File: src/adc_link_defs.svh
// Shared constants of the serial converter link.
// Included by the package and both ends; holds macros only.
`ifndef ADC_LINK_DEFS_SVH
`define ADC_LINK_DEFS_SVH

`define RES_BITS 12
`define CNT_W 5
`define FRAME_FALLS 5'h10
`define FRAME14_FALLS 5'h0e
`define LAST_DATA_FALL 5'h0c
`define RELEASE_FALL 5'h0f
`define MODE_FALL 5'h0a
`define PD_ABORT_FALL 5'h03
`define FIRST_DATA_RISE 5'h02
`define LAST_DATA_RISE 5'h0d
`define HALF_DIV 8'h03
`define DIV_W 8
`define SCLK_IDLE 1'b0

`endif

File: src/adc_link_pkg.sv
// Types shared by both ends of the converter link.
// Assumes adc_link_defs.svh is on the include path.
`include "adc_link_defs.svh"

package adc_link_pkg;
  typedef logic [`RES_BITS-1:0] code_t;
  typedef logic [`CNT_W-1:0] fallcnt_t;
endpackage

File: src/adc_link_if.sv
// Three-wire link between host controller and converter.
// The host samples dout on its data rises without looking at doutOe.
`timescale 1ns/1ps
`default_nettype none

interface adc_link_if;
  logic csN;
  logic sclk;
  logic dout;
  logic doutOe;
  modport device (input csN, input sclk, output dout, output doutOe);
  modport host (output csN, output sclk, input dout, input doutOe);
endinterface

`default_nettype wire

File: src/adc_device.sv
// Converter end: frames, shifts out results and handles power-down.
// Assumes csN and sclk are synchronous to clk_sys and slower than it.
`timescale 1ns/1ps
`default_nettype none
`include "adc_link_defs.svh"

module adc_device
  import adc_link_pkg::*;
(
  // Clock and reset
  input wire logic clk_sys,
  input wire logic rst_n,
  // Link
  adc_link_if.device link,
  // Converter core side
  input wire code_t sampleIn,
  input wire logic fourteenMode,
  // Status
  output logic sampleTaken,
  output logic frameDone,
  output logic poweredDown
);

  typedef enum {IDLE, CONV} dstate_t;

  // Pin history for edge detection
  logic sclkPrev_r, sclkPrev_nxt;
  logic csPrev_r, csPrev_nxt;
  logic sclkFall, csFall, csRise;

  // Frame control and fall counter
  dstate_t state_r, state_nxt;
  logic asleep_r, asleep_nxt;
  logic dummy_r, dummy_nxt;
  fallcnt_t fallCnt_r, fallCnt_nxt;
  fallcnt_t nextCnt;
  logic frameStart, frameEnd, frameAbort, fallStep;

  // Data path
  code_t sar_r, sar_nxt;
  logic dout_r, dout_nxt;
  logic oe_r, oe_nxt;

  // Status pulses
  logic take_r, take_nxt;
  logic done_r, done_nxt;

  always_comb begin
    sclkPrev_nxt = link.sclk;
    csPrev_nxt = link.csN;
  end

  always_ff @(posedge clk_sys or negedge rst_n) begin
    if (!rst_n) begin
      sclkPrev_r <= `SCLK_IDLE;
      csPrev_r <= 1'b1;
    end else begin
      sclkPrev_r <= sclkPrev_nxt;
      csPrev_r <= csPrev_nxt;
    end
  end

  assign sclkFall = sclkPrev_r & ~link.sclk;
  assign csFall = csPrev_r & ~link.csN;
  assign csRise = ~csPrev_r & link.csN;
  assign nextCnt = fallCnt_r + 5'h01;
  // A select edge wins over a clock fall seen in the same cycle
  assign frameStart = (state_r == IDLE) & csFall;
  assign frameEnd = (state_r == CONV) & csRise;
  assign frameAbort = frameEnd & (fallCnt_r < `MODE_FALL);
  // Falls beyond a full frame are not counted
  assign fallStep = (state_r == CONV) & ~csRise & sclkFall & (fallCnt_r != `FRAME_FALLS);

  always_comb begin
    state_nxt = state_r;
    asleep_nxt = asleep_r;
    dummy_nxt = dummy_r;
    case (state_r)
      IDLE: begin
        if (frameStart) begin
          state_nxt = CONV;
          dummy_nxt = asleep_r;
        end
      end
      CONV: begin
        if (frameEnd) begin
          state_nxt = IDLE;
          // Passing the mode fall wakes the core
          asleep_nxt = frameAbort;
        end
      end
      default: begin
        state_nxt = IDLE;
      end
    endcase
  end

  always_ff @(posedge clk_sys or negedge rst_n) begin
    if (!rst_n) begin
      state_r <= IDLE;
      asleep_r <= 1'b0;
      dummy_r <= 1'b0;
    end else begin
      state_r <= state_nxt;
      asleep_r <= asleep_nxt;
      dummy_r <= dummy_nxt;
    end
  end

  always_comb begin
    fallCnt_nxt = fallCnt_r;
    if (frameStart) begin
      fallCnt_nxt = '0;
    end else if (fallStep) begin
      fallCnt_nxt = nextCnt;
    end
  end

  always_ff @(posedge clk_sys or negedge rst_n) begin
    if (!rst_n) begin
      fallCnt_r <= '0;
    end else begin
      fallCnt_r <= fallCnt_nxt;
    end
  end

  always_comb begin
    sar_nxt = sar_r;
    dout_nxt = dout_r;
    oe_nxt = oe_r;
    case (state_r)
      IDLE: begin
        if (frameStart) begin
          sar_nxt = sampleIn;
          dout_nxt = 1'b0;
          oe_nxt = 1'b1;
        end
      end
      CONV: begin
        if (frameAbort) begin
          oe_nxt = 1'b0;
        end else if (frameEnd) begin
          // Held driven only in fourteen-clock mode, else released
          oe_nxt = fourteenMode & oe_r;
          dout_nxt = 1'b0;
        end else if (fallStep) begin
          if (nextCnt <= `LAST_DATA_FALL) begin
            // Asleep core yields zeros; the dummy frame's data is invalid
            dout_nxt = sar_r[`RES_BITS-1] & ~dummy_r;
            sar_nxt = {sar_r[`RES_BITS-2:0], 1'b0};
          end else begin
            dout_nxt = 1'b0;
          end
          if (nextCnt == `RELEASE_FALL) begin
            oe_nxt = 1'b0;
          end
        end
      end
      default: begin
        oe_nxt = 1'b0;
      end
    endcase
  end

  always_ff @(posedge clk_sys or negedge rst_n) begin
    if (!rst_n) begin
      sar_r <= '0;
      dout_r <= 1'b0;
      oe_r <= 1'b0;
    end else begin
      sar_r <= sar_nxt;
      dout_r <= dout_nxt;
      oe_r <= oe_nxt;
    end
  end

  always_comb begin
    take_nxt = frameStart;
    done_nxt = frameEnd & ~frameAbort & ~dummy_r;
  end

  always_ff @(posedge clk_sys or negedge rst_n) begin
    if (!rst_n) begin
      take_r <= 1'b0;
      done_r <= 1'b0;
    end else begin
      take_r <= take_nxt;
      done_r <= done_nxt;
    end
  end

  assign link.dout = dout_r;
  assign link.doutOe = oe_r;
  assign sampleTaken = take_r;
  assign frameDone = done_r;
  assign poweredDown = asleep_r;

endmodule // adc_device

`default_nettype wire

File: src/flat_wrapper.sv
// flat-port wrapper written by rule: the top's interface ports become plain ports
module adc_device_flat import adc_link_pkg::*;
  (clk_sys, rst_n, sampleIn, fourteenMode, sampleTaken, frameDone, poweredDown, link_csN, link_sclk, link_dout, link_doutOe);
  adc_link_if link_i ();
  input wire logic clk_sys;
  input wire logic rst_n;
  input wire code_t sampleIn;
  input wire logic fourteenMode;
  output logic sampleTaken;
  output logic frameDone;
  output logic poweredDown;
  input wire logic [$bits(link_i.csN)-1:0] link_csN;
  input wire logic [$bits(link_i.sclk)-1:0] link_sclk;
  output wire logic [$bits(link_i.dout)-1:0] link_dout;
  output wire logic [$bits(link_i.doutOe)-1:0] link_doutOe;
  assign link_i.csN = link_csN;
  assign link_i.sclk = link_sclk;
  assign link_dout = link_i.dout;
  assign link_doutOe = link_i.doutOe;
  adc_device u_core (.clk_sys(clk_sys), .rst_n(rst_n), .link(link_i), .sampleIn(sampleIn), .fourteenMode(fourteenMode), .sampleTaken(sampleTaken), .frameDone(frameDone), .poweredDown(poweredDown));
endmodule
File: config.mk
export PLATFORM = sky130hd
export DESIGN_NAME = adc_device_flat
export DESIGN_NICKNAME = d
export VERILOG_FILES = /design/src/adc_link_pkg.sv /design/src/adc_link_if.sv /design/src/adc_device.sv /design/src/flat_wrapper.sv
export VERILOG_INCLUDE_DIRS = /design/src
export SDC_FILE = /design/constraint.sdc
export NUM_CORES = 1
export LEC_CHECK = 0
export BUFFER_PORTS_ARGS = -buffer_cell sky130_fd_sc_hd__buf_2
export CORE_UTILIZATION = 40
export DETAILED_ROUTE_END_ITERATION = 10
export MAX_ROUTING_LAYER = met4
export PLACE_DENSITY = 0.65
export REMOVE_ABC_BUFFERS = 1
export SLEW_MARGIN = 20
export SYNTH_ARGS = -nofsm -noshare
export SYNTH_HDL_FRONTEND = slang
export SYNTH_SLANG_ARGS = --single-unit
File: constraint.sdc
create_clock -name clk_sys -period 2.1 [get_ports clk_sys]
set_input_delay 0.42 -clock clk_sys [delete_from_list [all_inputs] [get_ports clk_sys]]
set_output_delay 0.42 -clock clk_sys [all_outputs]
set_load 0.01 [all_outputs]
Word level (Yosys, flattened, before mapping)
Index checks and enable logic that the tools add are counted.
{ "word_totals": {"ff_bits": 57, "out_inout_bits": 5} }
{ "classes": {"bitwise": 19, "n_mux": 23, "n_lt_le_gt_ge": 2, "eq_ne": 13, "reduce_logical": 10, "n_addsub": 1} }
{ "op_table": {"columns": ["op", "count"], "rows": [
  ["logical NOT 32 bit", 2],
  ["two-way mux 32 bit", 2],
  ["case mux 32 bit (2 select lines)", 1],
  ["two-way mux 12 bit", 5],
  ["equality test 32 x 1 -> 1 bit, second input constant", 1],
  ["equality test 32 x 2 -> 1 bit, second input constant", 1],
  ["case mux 12 bit (2 select lines)", 1],
  ["bitwise AND 1 bit", 13],
  ["two-way mux 1 bit", 10],
  ["two-way mux 5 bit", 2],
  ["!= test 2 x 1 -> 1 bit, second input constant", 4],
  ["!= test 4 x 1 -> 1 bit, second input constant", 2],
  ["inverter 1 bit", 6],
  ["AND reduction 2 bit", 3],
  ["AND reduction 6 bit", 1],
  ["adder 5 x 1 -> 5 bit, second input constant", 1],
  ["equality test 5 x 4 -> 1 bit, second input constant", 1],
  ["less-or-equal comparator 5 x 4 -> 1 bit, second input constant", 1],
  ["< comparator 5 x 4 -> 1 bit, second input constant", 1],
  ["!= test 5 bit, second input constant", 1],
  ["!= test 2 bit, second input constant", 2],
  ["case mux 1 bit (2 select lines)", 2],
  ["AND reduction 4 bit", 1],
  ["nonzero test 2 bit", 2],
  ["2 further kinds", 2]
]} }

Logic depth before layout (Yosys ltp)
{ "depth": {"word_depth": 10, "ltp_mapped": 7} }

Worst setup path after synthesis
Ideal clock, no wire load.
{ "synth_path": {"path_kind": "reg2reg", "startpoint": "reg u_core.fallCnt_r[1]", "endpoint": "reg u_core.sar_r[10]", "path_buffers": 1, "stages_incl_launch_ff": 7, "synth_period_minus_slack_ns": 1.884, "path_slack_ns": 0.216, "t_arrival_ns": 1.797, "setup_ns": 0.087, "path_cell_list": "dfrtp_1 > ha_1 > nand3_1 > and2_1 > or4_4 > buf_6 > a211oi_2"} }
{ "synth_between": {"elab_chain_len": 4, "elab_cells_between_ends": 10, "cone_classes": "1 x add/sub; 2 x order compare; 4 x eq/ne; 2 x bitwise; 1 x reduce/logical"} }
{ "synth_lines": {"columns": ["element", "line", "text"], "rows": [
  ["from (decl)", "adc_device.sv:35", "fallcnt_t fallCnt_r, fallCnt_nxt;"],
  ["from (signal assigned)", "adc_device.sv:123", "fallCnt_r <= fallCnt_nxt;"],
  ["adder 5 x 1 -> 5 bit (tied with other cells)", "adc_device.sv:66", "assign nextCnt = fallCnt_r + 5'h01;"],
  ["less-or-equal comparator 5 x 4 -> 1 bit (no source line) (tied with other cells)", null, null],
  ["!= test 2 x 1 -> 1 bit (no source line) or != test 2 bit (tied branches)", null, null],
  ["AND reduction 6 bit (no source line) *", null, null],
  ["to (signal assigned)", "adc_device.sv:171", "sar_r <= sar_nxt;"],
  ["to (decl)", "adc_device.sv:40", "code_t sar_r, sar_nxt;"]
]} }
Mark *: on every way between the ends. The rest lies on a longest branch, timed or not.
A chain may end at the register's enable or synchronous reset.

Worst setup path after layout
{ "layout_path": {"startpoint": "reg u_core.fallCnt_r[1]", "endpoint": "reg u_core.sar_r[0]"} }
Same word-level chain as after synthesis.

==> out/results.tsv <==
stage	metric	value	unit
routing	viasPerCell	5.563	
timing	finalCriticalPeriod	2.026	ns
layout	synthToLayoutAreaGrowth	16.08	%
layout	finalNetCount	207	
layout	diodes	0	
placement	placed_area	1697	sq um
logic_synthesis	syn_area_per_cell	9.384	sq um
worst_setup_path	path_class	flop to flop	
routing	met1_length	1.509	mm
worst_setup_path	startpoint_type	flop	
logic_synthesis	synth-seq-cells	26	
layout	final_cells	231	
clock_tree	root_buffer	clkbuf_8	
layout	multi_input_area	769.5	sq um
die	rows	21	
placement	placed_cells	227	
worst_setup_path	cp-end-kind	flop	
clock_tree	cts_tree	yes	
timing	hold_viol_final	0	
clock_tree	htreeDepth	1	
global_routing	overflow	0	
pwr	p_total	1247	uW
clock_tree	clkSinkCount	26	
placement	gp_congestion	0.8005	
worst_setup_path	cp_data_arrival_time	2.19	ns
timing	slew_headroom	60.78	%
logic_synthesis	synth_cell_types	37	
routing	dr.max_layer_used	met4	
logic_synthesis	synth_area_leaders	dfrtp_1 42%, a211oi_2 8.3%, nand4b_1 7.0%, nor2_1 6.5%, nor4_1 5.0%	
hold_path	hold_path.class	input port to asynchronous set/reset pin	
global_routing	grt_pass1_vias	1264	
logic_synthesis	synth_top_area_share	41.67	%
routing	ant_nets	0	
layout	fillers	356	
pwr	vdd.ir_drop.worst	0.0003327	V
logic_synthesis	synth_area_leader_cell	dfrtp_1	
clock_tree	clkTransAtPathRegs	0.09	ns
die	die_x	63.27	um
global_routing	grt_max_degree	27	
worst_setup_path	cp.required	2.27	ns
timing	final_max_slew_viol_count	0	
logic_synthesis	synth_cells	160	
die	fp.dieArea	4002	sq um
clock_tree	post_cts_buffers	0	
global_routing	grt_pass1_wl	5.844	mm
worst_setup_path	cp_max_fo	12	
die	boundaryPins	22	
logic_synthesis	synth_seq_area_share	43.42	%
placement	hpwl	2.395	mm
timing	setup_ws	0.07405	ns
timing	finalCritPeriodShare	96.47	%
layout	fin_area	1743	sq um
timing	skew	0.002489	ns
routing	wl_per_cell	14.42	um
die	fp.dieH	63.27	um
timing	tightest_slew	0.5884	ns
clock_tree	cts_max_path_buffers	2	
die	start_util	43.29	%
routing	wl_met2	1.631	mm
global_routing	grt_use_total	19.06	%
outcome	status	completed	
clock_tree	cts_hold_repair.buffers	0	
timing	hold-worst-slack	0.1441	ns
layout	layout-drive-gt1-share	27.03	%
timing	fmax	493.6	MHz
routing	firstDrtPassIters	4	
logic_synthesis	netlist_area	1501	sq um
placement	portBuffers	21	
run	maxCapViolations	0	
timing	setup_viol	0	
routing	drt-total-wl	3.331	mm
routing	drc	0	
placement	place_ws	0.07812	ns
layout	ff_latch_area	653.1	sq um
die	coreArea	3468	sq um
pwr	powerDensity	715.3	nW/um^2
layout	final_common_cell	nor2_1	
routing	drt_iter0_markers	48	
routing	vias	1285	
pwr	p_leak	0.0007829	uW
clock_tree	ctsResizeCount	0	
clock_tree	cts_buffers	3	
routing	wl_met3	153	um
worst_setup_path	rrSetupSlack	0.07	ns
clock_tree	clock_latency	0.27	ns
global_routing	antenna_found_initial	0	
logic_synthesis	ys_warn_count	0	
layout	final_cell_mix	26 x nor2_1, 24 x dfrtp_1, 21 x buf_2, 12 x nand4b_1, 12 x nor4_1	
[cell families (layout without fill, tap and decap cells)]
| logic type | after synthesis | in the layout | share of synthesized area, % |
|---|---|---|---|
| xor gates and xnor gates | 1 | 1 | 0.5834 |
| adders and majority gates | 4 | 4 | 3.333 |
| DFF | 26 | 26 | 43.42 |
| AOI/OAI and AO/OA | 30 | 30 | 16.58 |
| muxes | 2 | 2 | 1.417 |
| buffers and inverters | 19 | 44 | 5.333 |
| and+or+nand+nor | 78 | 78 | 29.33 |
[final timing paths]
path	start	endpoint	cells after the start
setup / recovery	u_core.fallCnt_r[1]	u_core.sar_r[0]	5
hold / removal	rst_n	u_core.link.doutOe	1
setup reg to reg	u_core.fallCnt_r[1]	u_core.sar_r[0]	5
hold reg to reg	u_core.dummy_r	u_core.frameDone	1
max in group asynchronous	rst_n	u_core.fallCnt_r[0]	1
min in group clk_sys	link_sclk	u_core.sclkPrev_r	1
[critical path: stages (launching register included)]
cell     delay [ns]
dfrtp_1        0.43
buf_4          0.17
and3b_1        0.17
o211a_1        0.22
or4_4          0.65
a31o_2         0.29
[metal layers]
layer | GRT usage [%] | vias up
met5 | - | -
met4 | 4.261 | 0
met3 | 4.529 | 7
met2 | 30.24 | 31
met1 | 24.66 | 616
li1 | - | 631
[layout make-up]
| class | instances | share of cell area [%] |
|---|---|---|
| Clock buffer | 4 | 2.584 |
| Inverter | 8 | 1.723 |
| Multi-Input combinational cell | 115 | 44.15 |
| Sequential cell | 26 | 37.47 |
| Tap cell | 46 | 3.302 |
| Timing Repair Buffer | 32 | 10.77 |
[per-stage QoR]
| stage | setup TNS (ns) | util, % |
|---|---|---|
| after floorplan | 0 | - |
| after global placement | 0 | 48.92 |
| after detailed placement | 0 | 48.92 |
| after CTS | 0 | 50.22 |
| after global routing | -0.001483 | 50.25 |
| final | 0 | 50.25 |
[where the power goes]
part           leakage, uW  total (uW)  internal (uW)  switching [uW]
sequential        0.000309         652            590            61.9
combinational     0.000451         306            157             150
clock            0.0000228         288            136             153
total             0.000783        1250            882             364
[synthesized netlist by cell type]
cell type / instances
a211oi_1: 1
a211oi_2: 10
a21boi_0: 1
a21o_1: 1
a21oi_1: 7
a31o_2: 1
a31oi_1: 1
and2_1: 2
and3b_1: 1
buf_2: 1
buf_6: 1
clkbuf_1: 9
clkinv_1: 1
dfrtp_1: 25
dfstp_2: 1
ha_1: 4
inv_1: 7
mux2_2: 1
mux2i_1: 1
nand2_1: 8
nand2b_1: 1
nand3_1: 5
nand3b_1: 2
nand4_1: 1
nand4b_1: 12
nand4bb_1: 1
nor2_1: 26
nor2b_1: 2
nor3_1: 1
nor4_1: 12
o211a_1: 1
o211ai_1: 1
o21ai_0: 5
o32ai_1: 1
or3_1: 3
or4_4: 1
xnor2_1: 1
[sequential cells by signal (all words and copies together) (netlist names)]
signal,cells
u_core.sampleTaken,1
u_core.link.doutOe,1
u_core.poweredDown,1
u_core.state_r,1
u_core.link.dout,1
u_core.sclkPrev_r,1
u_core.csPrev_r,1
u_core.dummy_r,1
u_core.fallCnt_r,5
u_core.sar_r,12
u_core.frameDone,1
Power figures use the tool's default switching activity.
